==> config.mk <==
export PLATFORM = sky130hd
export DESIGN_NAME = lai_top
export DESIGN_NICKNAME = d
export VERILOG_FILES = /design/src/rtl/lai_pkg.sv /design/src/rtl/lai_top.sv
export SDC_FILE = /design/constraint.sdc
export NUM_CORES = 1
export LEC_CHECK = 0
export BUFFER_PORTS_ARGS = -buffer_cell sky130_fd_sc_hd__buf_4
export CAP_MARGIN = 20
export CORE_ASPECT_RATIO = 1.1
export CORE_MARGIN = 2
export CORE_UTILIZATION = 54
export DETAILED_ROUTE_END_ITERATION = 10
export HOLD_SLACK_MARGIN = 0.02
export PLACE_DENSITY = 0.78
export SYNTH_ARGS = -nofsm -noshare
export SYNTH_HDL_FRONTEND = slang
export SYNTH_SLANG_ARGS = --single-unit
==> constraint.sdc <==
create_clock -name clk_sys -period 4.55 [get_ports clk_sys]
set_input_delay 0.91 -clock clk_sys [delete_from_list [all_inputs] [get_ports clk_sys]]
set_output_delay 0.91 -clock clk_sys [all_outputs]
set_load 0.02 [all_outputs]
==> src/rtl/lai_pkg.sv <==
// Constants and carrier types for the line alarm interrupt and error count block.
// Assumes one 40 MHz system clock and word-indexed register addressing.
package lai_pkg;

    // ------------------------------------------------------------
    // Register indices (byte address is four times the index)
    // ------------------------------------------------------------
    localparam logic [5:0] IDX_FLAGS_ALARM_LOOP      = 6'h21;
    localparam logic [5:0] IDX_FLAGS_VIOLATION_ERROR = 6'h22;
    localparam logic [5:0] IDX_ERROR_COUNT_LOW       = 6'h23;
    localparam logic [5:0] IDX_ERROR_COUNT_HIGH      = 6'h24;
    localparam logic [5:0] IDX_EDGE_SELECT_REGISTER  = 6'h25;
    localparam logic [5:0] IDX_ERROR_CONTROL         = 6'h26;
    localparam logic [5:0] IDX_STATUS_REGISTER_ONE   = 6'h27;

    // Channel copy placement
    localparam logic [10:0] CH0_VIOLATION_BASE = 11'h7E2;
    localparam logic [10:0] CHN_VIOLATION_BASE = 11'h022;
    localparam logic [10:0] CHANNEL_STRIDE     = 11'h040;

    // ------------------------------------------------------------
    // Field positions
    // ------------------------------------------------------------
    localparam int BIT_REMOTE_ALARM    = 7;
    localparam int BIT_LINE_ALARM      = 6;
    localparam int BIT_PATTERN_SYNC    = 5;
    localparam int BIT_LOOP_ACTIVATE   = 1;
    localparam int BIT_LOOP_DEACTIVATE = 0;
    localparam int BIT_SYS_BPV         = 5;
    localparam int BIT_LINE_BPV        = 4;
    localparam int BIT_SYS_EXZ         = 3;
    localparam int BIT_LINE_EXZ        = 2;
    localparam int BIT_PATTERN_ERROR   = 1;
    localparam int BIT_COUNTER_OVF     = 0;
    localparam int BIT_ALARM_EDGE      = 6;
    localparam int BIT_PATTERN_EDGE    = 5;
    localparam int BIT_LOOP_EDGE       = 0;
    localparam int BIT_COUNTING_MODE   = 1;
    localparam int BIT_MANUAL_UPDATE   = 0;

    // ------------------------------------------------------------
    // Reset values and timing
    // ------------------------------------------------------------
    localparam logic [7:0]  RESET_BYTE      = 8'h00;
    localparam logic [15:0] RESET_COUNT     = 16'h0000;
    localparam int          CLK_HZ          = 40_000_000;
    localparam int          LOOP_SHORT_MS   = 40;
    localparam int          LOOP_E1_MS      = 30;
    localparam int          LOOP_LONG_MS    = 5_100;
    localparam int          ROUND_MS        = 1_000;
    localparam longint      LOOP_SHORT_CYC  = longint'(LOOP_SHORT_MS) * CLK_HZ / 1000;
    localparam longint      LOOP_E1_CYC     = longint'(LOOP_E1_MS) * CLK_HZ / 1000;
    localparam longint      LOOP_LONG_CYC   = longint'(LOOP_LONG_MS) * CLK_HZ / 1000;
    localparam longint      ROUND_CYC       = longint'(ROUND_MS) * CLK_HZ / 1000;

    // ------------------------------------------------------------
    // Carriers
    // ------------------------------------------------------------
    typedef struct packed {
        logic remote_alarm_state;
        logic line_alarm_state;
        logic pattern_sync_state;
        logic loop_activate_code;
        logic loop_deactivate_code;
    } lai_level_s;

    typedef struct packed {
        logic sys_bipolar_violation;
        logic line_bipolar_violation;
        logic sys_excess_zeros;
        logic line_excess_zeros;
        logic pattern_error;
        logic error_count_inc;
    } lai_event_s;

endpackage

==> src/rtl/lai_top.sv <==
// Per-channel interrupt flags, loop-code persistence timers and error counter.
// Assumes detector levels and event pulses come from logic on clk_sys.
// Contract
// RQ1: Remote alarm flag sets on rise, or any edge when alarm edge select is 1.
// RQ2: Line alarm flag uses the same alarm edge select.
// RQ3: Pattern sync flag sets on rise, or any edge with pattern edge select.
// RQ4: Loop activate flag sets on rise, or any edge with loop-code edge select.
// RQ5: Loop deactivate flag uses the same loop-code edge select.
// RQ6: All flags reset to 0; writing 1 clears, writing 0 keeps.
// RQ7: Any set flag drives the interrupt output.
// RQ8: First flag register: bits 7,6,5,1,0 used; bits 4..2 reserved.
// RQ9: Second flag register: bits 5..0 used; bits 7..6 reserved.
// RQ10: Pattern error flag sets when the pattern checker reports an error.
// RQ11: Counter overflow flag sets when the 16-bit error counter overflows.
// RQ12: Count readable as low and high bytes, read only, reset zero.
// RQ13: Counting mode bit selects automatic or manual count capture.
// RQ14: Software reads the captured count before the next capture overwrites it.
// RQ15: Violation and count registers also exist per channel and for channel 0; the code decodes only the one 6-bit register map.
// RQ16: Activate status asserts after 40 ms, or 5.1 s with auto loopback.
// RQ17: Deactivate status after 40 ms T1/J1, 30 ms E1, or 5.1 s auto loopback.
// RQ18: A flag stays set until cleared; a set in the clearing cycle wins.
//
// Register access over Avalon-MM was left to the implementer.
`timescale 1ns/1ps
module lai_top #(
    parameter int          CHANNEL     = 1,
    parameter logic [27:0] SHORT_CYC   = 28'(lai_pkg::LOOP_SHORT_CYC),
    parameter logic [27:0] E1_CYC      = 28'(lai_pkg::LOOP_E1_CYC),
    parameter logic [27:0] LONG_CYC    = 28'(lai_pkg::LOOP_LONG_CYC),
    parameter logic [27:0] ROUND_CYCLES = 28'(lai_pkg::ROUND_CYC)
) (
    // Clock and reset
    input  wire logic               clk_sys,
    input  wire logic               rstn,
    // Avalon-MM slave, word addressed
    input  wire logic [5:0]         avs_address,
    input  wire logic               avs_read,
    input  wire logic               avs_write,
    input  wire logic [31:0]        avs_writedata,
    output logic      [31:0]        avs_readdata,
    output logic                    avs_waitrequest,
    // Detector side
    input  wire lai_pkg::lai_level_s det_level,
    input  wire lai_pkg::lai_event_s det_event,
    input  wire logic               automatic_loopback_enable,
    input  wire logic               e1_mode,
    // Interrupt output, high while any flag is set
    output logic                    irq_out
);

    // ------------------------------------------------------------
    // Reset release
    // ------------------------------------------------------------
    logic rst_s1_r;
    logic rst_n_r;
    always_ff @(posedge clk_sys or negedge rstn) begin
        if (!rstn) begin
            rst_s1_r <= 1'b0;
            rst_n_r  <= 1'b0;
        end else begin
            rst_s1_r <= 1'b1;
            rst_n_r  <= rst_s1_r;
        end
    end

    // ------------------------------------------------------------
    // Bus decode
    // ------------------------------------------------------------
    logic       ack_r;
    logic       wr_go;
    logic [7:0] wbyte;
    // Each request is answered in its second cycle; ack_r then blocks a repeat answer
    assign avs_waitrequest = (avs_read | avs_write) & ~ack_r;
    assign wr_go = avs_write & ack_r;
    assign wbyte = avs_writedata[7:0];

    always_ff @(posedge clk_sys or negedge rst_n_r) begin
        if (!rst_n_r) begin
            ack_r <= 1'b0;
        end else begin
            ack_r <= (avs_read | avs_write) & ~ack_r;
        end
    end

    // ------------------------------------------------------------
    // Control registers
    // ------------------------------------------------------------
    logic [7:0] edge_sel_r;
    logic       count_mode_r;
    logic       manual_upd;
    assign manual_upd = wr_go && avs_address == lai_pkg::IDX_ERROR_CONTROL
                        && wbyte[lai_pkg::BIT_MANUAL_UPDATE];

    always_ff @(posedge clk_sys or negedge rst_n_r) begin
        if (!rst_n_r) begin
            edge_sel_r   <= lai_pkg::RESET_BYTE;
            count_mode_r <= 1'b0;
        end else if (wr_go) begin
            if (avs_address == lai_pkg::IDX_EDGE_SELECT_REGISTER) begin
                edge_sel_r <= wbyte;
            end
            if (avs_address == lai_pkg::IDX_ERROR_CONTROL) begin
                count_mode_r <= wbyte[lai_pkg::BIT_COUNTING_MODE];   // see RQ13
            end
        end
    end

    // ------------------------------------------------------------
    // Loop-code persistence timers
    // ------------------------------------------------------------
    logic [27:0] act_cnt_r;
    logic [27:0] deact_cnt_r;
    logic        act_state_r;
    logic        deact_state_r;
    logic [27:0] act_lim;
    logic [27:0] deact_lim;
    assign act_lim   = automatic_loopback_enable ? LONG_CYC : SHORT_CYC;   // see RQ16
    assign deact_lim = automatic_loopback_enable ? LONG_CYC :
                       (e1_mode ? E1_CYC : SHORT_CYC);                    // see RQ17

    always_ff @(posedge clk_sys or negedge rst_n_r) begin
        if (!rst_n_r) begin
            act_cnt_r   <= '0;
            act_state_r <= 1'b0;
        end else if (!det_level.loop_activate_code) begin
            act_cnt_r   <= '0;
            act_state_r <= 1'b0;
        end else if (act_cnt_r < act_lim) begin
            act_cnt_r <= act_cnt_r + 28'h000_0001;
        end else begin
            act_state_r <= 1'b1;                                   // see RQ16
        end
    end

    always_ff @(posedge clk_sys or negedge rst_n_r) begin
        if (!rst_n_r) begin
            deact_cnt_r   <= '0;
            deact_state_r <= 1'b0;
        end else if (!det_level.loop_deactivate_code) begin
            deact_cnt_r   <= '0;
            deact_state_r <= 1'b0;
        end else if (deact_cnt_r < deact_lim) begin
            deact_cnt_r <= deact_cnt_r + 28'h000_0001;
        end else begin
            deact_state_r <= 1'b1;                                 // see RQ17
        end
    end

    // ------------------------------------------------------------
    // Edge detection for level-type sources
    // ------------------------------------------------------------
    logic [4:0] lvl_now;
    logic [4:0] lvl_prev_r;
    logic [4:0] lvl_sel;
    logic [4:0] lvl_hit;
    assign lvl_now = {det_level.remote_alarm_state, det_level.line_alarm_state,
                      det_level.pattern_sync_state, act_state_r, deact_state_r};
    assign lvl_sel = {edge_sel_r[lai_pkg::BIT_ALARM_EDGE],    // see RQ1
                      edge_sel_r[lai_pkg::BIT_ALARM_EDGE],    // see RQ2
                      edge_sel_r[lai_pkg::BIT_PATTERN_EDGE],  // see RQ3
                      edge_sel_r[lai_pkg::BIT_LOOP_EDGE],     // see RQ4
                      edge_sel_r[lai_pkg::BIT_LOOP_EDGE]};    // see RQ5

    always_ff @(posedge clk_sys or negedge rst_n_r) begin
        if (!rst_n_r) begin
            // Idle level of every source, so no false edge follows reset
            lvl_prev_r <= '0;
        end else begin
            lvl_prev_r <= lvl_now;
        end
    end

    genvar g;
    generate
        for (g = 0; g < 5; g++) begin : g_edge
            assign lvl_hit[g] = lvl_sel[g] ? (lvl_now[g] ^ lvl_prev_r[g])
                                           : (lvl_now[g] & ~lvl_prev_r[g]);
        end
    endgenerate

    // ------------------------------------------------------------
    // Error counter and capture
    // ------------------------------------------------------------
    logic [15:0] err_cnt_r;
    logic [15:0] error_count_value_r;
    logic [27:0] round_cnt_r;
    logic        round_end;
    logic        capture;
    logic        cnt_ovf;
    assign round_end = round_cnt_r == ROUND_CYCLES - 28'h000_0001;
    assign capture   = count_mode_r ? round_end : manual_upd;          // see RQ13
    assign cnt_ovf   = det_event.error_count_inc && err_cnt_r == 16'hFFFF;  // see RQ11

    always_ff @(posedge clk_sys or negedge rst_n_r) begin
        if (!rst_n_r) begin
            round_cnt_r <= '0;
        end else if (round_end || !count_mode_r) begin
            round_cnt_r <= '0;
        end else begin
            round_cnt_r <= round_cnt_r + 28'h000_0001;
        end
    end

    // Capture overwrites the last value whether or not it was read
    always_ff @(posedge clk_sys or negedge rst_n_r) begin
        if (!rst_n_r) begin
            err_cnt_r           <= lai_pkg::RESET_COUNT;
            error_count_value_r <= lai_pkg::RESET_COUNT;
        end else if (capture) begin
            error_count_value_r <= err_cnt_r;                      // see RQ12, RQ14
            err_cnt_r <= {15'h0000, det_event.error_count_inc};
        end else if (det_event.error_count_inc) begin
            err_cnt_r <= err_cnt_r + 16'h0001;
        end
    end

    // ------------------------------------------------------------
    // Interrupt flags
    // ------------------------------------------------------------
    logic [7:0] flags1_r;
    logic [7:0] flags2_r;
    logic [7:0] set1;
    logic [7:0] set2;
    logic [7:0] clr1;
    logic [7:0] clr2;
    always_comb begin
        set1 = '0;
        set1[lai_pkg::BIT_REMOTE_ALARM]    = lvl_hit[4];
        set1[lai_pkg::BIT_LINE_ALARM]      = lvl_hit[3];
        set1[lai_pkg::BIT_PATTERN_SYNC]    = lvl_hit[2];
        set1[lai_pkg::BIT_LOOP_ACTIVATE]   = lvl_hit[1];
        set1[lai_pkg::BIT_LOOP_DEACTIVATE] = lvl_hit[0];   // see RQ8
        set2 = '0;
        set2[lai_pkg::BIT_SYS_BPV]       = det_event.sys_bipolar_violation;
        set2[lai_pkg::BIT_LINE_BPV]      = det_event.line_bipolar_violation;
        set2[lai_pkg::BIT_SYS_EXZ]       = det_event.sys_excess_zeros;
        set2[lai_pkg::BIT_LINE_EXZ]      = det_event.line_excess_zeros;
        set2[lai_pkg::BIT_PATTERN_ERROR] = det_event.pattern_error;   // see RQ10
        set2[lai_pkg::BIT_COUNTER_OVF]   = cnt_ovf;                   // see RQ9
    end
    assign clr1 = (wr_go && avs_address == lai_pkg::IDX_FLAGS_ALARM_LOOP) ? wbyte : '0;
    assign clr2 = (wr_go && avs_address == lai_pkg::IDX_FLAGS_VIOLATION_ERROR) ? wbyte : '0;

    always_ff @(posedge clk_sys or negedge rst_n_r) begin
        if (!rst_n_r) begin
            flags1_r <= lai_pkg::RESET_BYTE;                       // see RQ6
            flags2_r <= lai_pkg::RESET_BYTE;
        end else begin
            // Set is applied after clear, so an event in the clearing cycle is kept
            flags1_r <= (flags1_r & ~clr1) | set1;                 // see RQ6, RQ18
            flags2_r <= (flags2_r & ~clr2) | set2;
        end
    end

    assign irq_out = |{flags1_r, flags2_r};                        // see RQ7

    // ------------------------------------------------------------
    // Read data
    // ------------------------------------------------------------
    logic [7:0] rd_byte;
    always_comb begin
        case (avs_address)
            lai_pkg::IDX_FLAGS_ALARM_LOOP:      rd_byte = flags1_r;
            lai_pkg::IDX_FLAGS_VIOLATION_ERROR: rd_byte = flags2_r;   // see RQ15
            lai_pkg::IDX_ERROR_COUNT_LOW:       rd_byte = error_count_value_r[7:0];
            lai_pkg::IDX_ERROR_COUNT_HIGH:      rd_byte = error_count_value_r[15:8];
            lai_pkg::IDX_EDGE_SELECT_REGISTER:  rd_byte = edge_sel_r;
            lai_pkg::IDX_ERROR_CONTROL:         rd_byte = {6'h00, count_mode_r, 1'b0};
            lai_pkg::IDX_STATUS_REGISTER_ONE:   rd_byte = {lvl_now[4:2], 3'h0, lvl_now[1:0]};
            default:                            rd_byte = 8'h00;
        endcase
    end

    always_ff @(posedge clk_sys or negedge rst_n_r) begin
        if (!rst_n_r) begin
            avs_readdata <= 32'h0000_0000;
        end else if (avs_read && !ack_r) begin
            avs_readdata <= {24'h00_0000, rd_byte};
        end
    end

endmodule

# [After elaboration in Yosys (flattened, before gate mapping)]
# Index checks and enable logic that the tools add are counted.
[word_totals] wordCells=96 input_bits=55 register_bits=159
[op_classes] n_bitwise=25 n_eq_ne=13 n_lt_le_gt_ge=2 muxes=23 addsub=4 reduce_logical=13
[ops] cell="two-way mux 28 bit" count=7
[ops] cell="adder 28 x 1 -> 28 bit (second input constant)" count=3
[ops] cell="less-than comparator 28 bit" count=2
[ops] cell="one-hot mux 8 bit (7 select lines)" count=1
[ops] cell="equality test 6 bit (second input constant)" count=7
[ops] cell="two-way mux 16 bit" count=2
[ops] cell="equality test 28 x 26 -> 1 bit (second input constant)" count=1
[ops] cell="two-way mux 20 bit" count=1
[ops] cell="adder 16 x 1 -> 16 bit (second input constant)" count=1
[ops] cell="bitwise AND 8 bit" count=2
[ops] cell="equality test 16 bit (second input constant)" count=1
[ops] cell="two-way mux 8 bit" count=2
[ops] cell="inverter 8 bit" count=2
[ops] cell="OR reduction 16 bit" count=1
[ops] cell="two-way mux 1 bit" count=10
[ops] cell="bitwise OR 8 x 6 -> 8 bit" count=1
[ops] cell="bitwise OR 8 bit" count=1
[ops] cell="bitwise AND 1 bit" count=7
[ops] cell="logical AND 1 bit" count=6
[ops] cell="inverter 1 bit" count=6
[ops] cell="XOR 1 bit" count=5
[ops] cell="!= test 2 x 1 -> 1 bit (second input constant)" count=2
[ops] cell="!= test 2 bit (second input constant)" count=2
[ops] cell="AND reduction 2 bit" count=2
[ops] cell="4 further kinds" count=5

# [Longest topological paths before layout]
[depth] word_depth=6 depth_mapped=11

# [Worst setup path before layout]
# OpenSTA, ideal clock, no wires.
[synth_timing] path_kind="in2reg" startpoint="input automatic_loopback_enable" endpoint="register deact_cnt_r[16]" arrival_ns=3.097 n_path_buf=1 required_time_ns=4.471 setup_slack_ns=1.374 setup_time_ns=0.079 cell_stages=10 path_cell_list="inv_1 nand2_1 ha_1 a211o_1 a21o_1 a211oi_2 o21ai_2 buf_2 nor4_1 mux2i_1"
[synth_between] elab_chain_cells=3
[synth_rtl] item="start: declaration" line="lai_top.sv:45" source="input wire logic automatic_loopback_enable,"
[synth_rtl] item="two-way mux 28 bit" line="lai_top.sv:118" source="assign deact_lim = automatic_loopback_enable ? LONG_CYC :"
[synth_rtl] item="less-than comparator 28 bit" line="lai_top.sv:142" source="end else if (deact_cnt_r < deact_lim) begin"
[synth_rtl] item="!= test 2 x 1 -> 1 bit (no source line)"
[synth_rtl] item="end signal: assignment" line="lai_top.sv:143" source="deact_cnt_r <= deact_cnt_r + 28'h000_0001;"
[synth_rtl] item="end: declaration" line="lai_top.sv:112" source="logic [27:0] deact_cnt_r;"
# Every way passes these cells.
# A chain may end at the register's enable or synchronous reset.

# [Worst setup path in the final report]
[layout_timing] startpoint="input automatic_loopback_enable" endpoint="register deact_cnt_r[13]"
# The elaborated chain is that of the path after synthesis.

==> impl_results.md <==
* Status: finished clean
* CP Launch Type: input port
* Vias in the first global route at 6057
* Avg Inst Size Synth at roughly 10 um2
* Critical path class: in -> reg
* Post-synthesis cell type count at 65
* Final Power at roughly 0.0032 W
* Hold-fix buffers, CTS at 0
* Async set or reset register ratio after synthesis at 100.0%
* Ys flop type: dfrtp_1
* CP Max Fanout at 28
* Top post-synthesis cells by count: 159 x dfrtp_1, 73 x nor2_1, 64 x nand2_1
* Post_cts resized at 0
* Inserted Clock Buffers at 17
* GP Congestion at ~0.84
* DR WL/cell at 15.57 um
* Largest net degree at the start of global routing at 80
* # IOs at 89
* Drt total wl at 16830 um
* Hold Crit Class: reg -> async
* ANT nets after route at 0
* Synthesized flop and latch total at 159
* Final-report max-slew violation count at 0
* Initial antenna violation count at 0
* Worst-path clk slew at approximately 0.060 ns
* Post-synth EDFFs at 0
* Final nets at roughly 950
* Sink Count at around 160
* Synth warnings at 0
* CTS tree: built
* Drt pass-1 iters at 5
* Minimum clock period at slightly above 3 ns
* # setup viols final at 0
* Clk root buf: clkbuf_16
* Max_cap viols at 0
* Sequential cell area at about 4000 um2
* GRT Total Usage at approximately 22%
* Mapped Cells at ~840
* R2R depth at 8
* H-tree depth at 4
* Share of cells above drive strength 1 at 14.80%
* Longest Clk Path Bufs at 2
* Setup TNS at 0 ns
* Fin Clk Skew at 0.009180 ns
* Area grow syn2layout at 12.12%
* DR iter-0 viols at about 420
* GRT overflow at 0
* Core area at about 15000 um2
* Power per cell area at 341.6 nW/um2
* # rows at 47
* Fmax at ~330 MHz
* Die width at 123.0 um
* Post-DR vias/cell at 5.873
* Initial Utilization at between 50 and 60%
* Post-synth top area share at 47.27%
* WHS at roughly 0.22 ns
* Post-synth top area cell: dfrtp_1
* Busiest grt layer: met2
* Worst Path Required at 4.86 ns
* Post-CTS setup buffer count at 0
* Arrival time worst endpoint at 3.36 ns
* Fillers at around 1300
* R2R Setup Slk at about 1.9 ns
* Final hold vios at 0
* Grt met1 use at between 20% and 30%
* CP Capture Type: flip-flop
* Fin util at between 60 and 70%
* Ranking of synthesized cells by area: dfrtp_1 47%, mux2_2 4.1%, ha_1 3.7%, nor2_1 3.3%, xor2_1 3.1%
* M2 GR Usage at between 30 and 40%
* First-pass GRT wire length at around 29000 um
* Post-route cell area at ~9400 um2
* Via count at around 6300
* Die Ht at around 130 um
* Sequential fraction of the synthesis area at approximately 47%
* Syn Std Cell Area at about 8400 um2
* Global-route track usage on met3 at about 4.9%
* Tcrit/Tclk final at about 67%
* Most common cell in the netlist: dfrtp_1
* RR Startpoint: deact_cnt_r[17]$_DFFE_PN0P_
* R2R Path End: deact_cnt_r[14]$_DFFE_PN0P_
* Port bufs at 40
* Die area at ~17000 um2
* Multi-input gate area at a little over 4000 um2
* Clk_lat worst skew at around 0.43 ns
* Least-Margin Pin Slew at about 1.1 ns
* Drt drc at 0
* RSZ-0062 raised after global routing: false
* Placed Area at slightly below 9000 um2
* Slew margin rel. at 28.29%
* IR drop worst, VDD at approximately 0.00022 V
* Diodes inserted at 0
* Placed wire-length estimate at around 11000 um
* Static Leak at 4.051 nW
layout by cell type, fill, tap and decap left out, types with 4 or more instances in the layout:
cell        count
a21boi_0        6
a21boi_1        8
a21o_1         12
a21oi_1        32
a22o_1         11
a22oi_1        10
and2_1         12
and3_1         13
and4_1          5
buf_4          47
clkbuf_16      17
clkinvlp_4      4
conb_1         25
dfrtp_1       158
ha_1           25
inv_1          22
inv_6           4
mux2_2         31
mux2i_1         9
nand2_1        64
nand2b_1       14
nand3_1        41
nand4_1        15
nor2_1         73
nor2b_1         6
nor3_1         14
nor4_1         14
nor4b_1         4
o211ai_1       11
o21a_1          4
o21ai_0        20
o31ai_1        17
or3_1          13
or4_1          16
xnor2_1        22
xor2_1         30
cells by family (layout without fill, tap and decap cells):
family | Yosys count | after routing | synth area share [%]
AO/OA/AOI/OAI | 157 | 157 | 12.75
XOR/XNOR | 52 | 52 | 5.411
adder cells (fa/ha/maj) | 25 | 25 | 3.716
buffers and inverters | 76 | 102 | 4.593
flip-flops | 159 | 159 | 47.27
multiplexers | 41 | 41 | 5.485
other | 2 | 25 | 0.08923
AND/OR/NAND/NOR | 324 | 324 | 20.68
final cells by class:
class / instances / area share (%)
timing repair buffer: 48 / 4.031
sequential: 159 / 42.20
inverter: 22 / 0.8751
tap: 196 / 2.599
multi-input combinational: 624 / 43.91
clock inverter: 15 / 1.870
clock buffer: 17 / 4.508
per-stage QoR:
step / cells / worst slack [ns]
global route: 1081 / 1.260
finish: 1081 / 1.506
floorplan: 859 / 1.374
global placement: 1047 / 1.092
detailed placement: 1047 / 1.016
CTS: 1079 / 1.392
per-layer routing:
metal  up-vias  wire, um
li1       3050         -
met1      3117      7700
met2       154      8106
met3        28       751
met4         0       274
met5         -         0
report_power, final:
| part | total [W] | internal (W) | switching (W) |
|---|---|---|---|
| logic | 0.000245 | 0.0000989 | 0.000146 |
| registers | 0.00153 | 0.00147 | 0.0000598 |
| clock network | 0.00145 | 0.000827 | 0.000624 |
| total | 0.00322 | 0.00239 | 0.000830 |
worst max-delay path, cell delays in order:
cell	delay, ns
buf_4	0.16
or2_2	0.32
ha_1	0.30
nand4_1	0.09
nor3_1	0.20
a211oi_2	0.11
buf_4	0.16
o21ai_2	0.79
nor4_1	0.09
o21a_1	0.22
sequential cells by signal (all words and copies together), names as in the netlist, 5 cells and up:
signal               flops
err_cnt_r               16
lvl_prev_r               5
avs_readdata             8
round_cnt_r             28
act_cnt_r               28
flags1_r                 8
edge_sel_r               8
flags2_r                 8
deact_cnt_r             28
error_count_value_r     16
worst max-delay path by stage:
stage	from	endpoint	slack, ns	cells after the start
after floorplan	automatic_loopback_enable	deact_cnt_r[16]$_DFFE_PN0P_	1.37	10
after global placement	automatic_loopback_enable	act_cnt_r[10]$_DFFE_PN0P_	1.09	10
after detailed placement	automatic_loopback_enable	act_cnt_r[10]$_DFFE_PN0P_	1.02	10
after CTS	automatic_loopback_enable	act_cnt_r[10]$_DFFE_PN0P_	1.39	10
after global routing	automatic_loopback_enable	deact_cnt_r[7]$_DFFE_PN0P_	1.26	12
final	automatic_loopback_enable	deact_cnt_r[13]$_DFFE_PN0P_	1.51	10
Power figures use the tool's default switching activity.
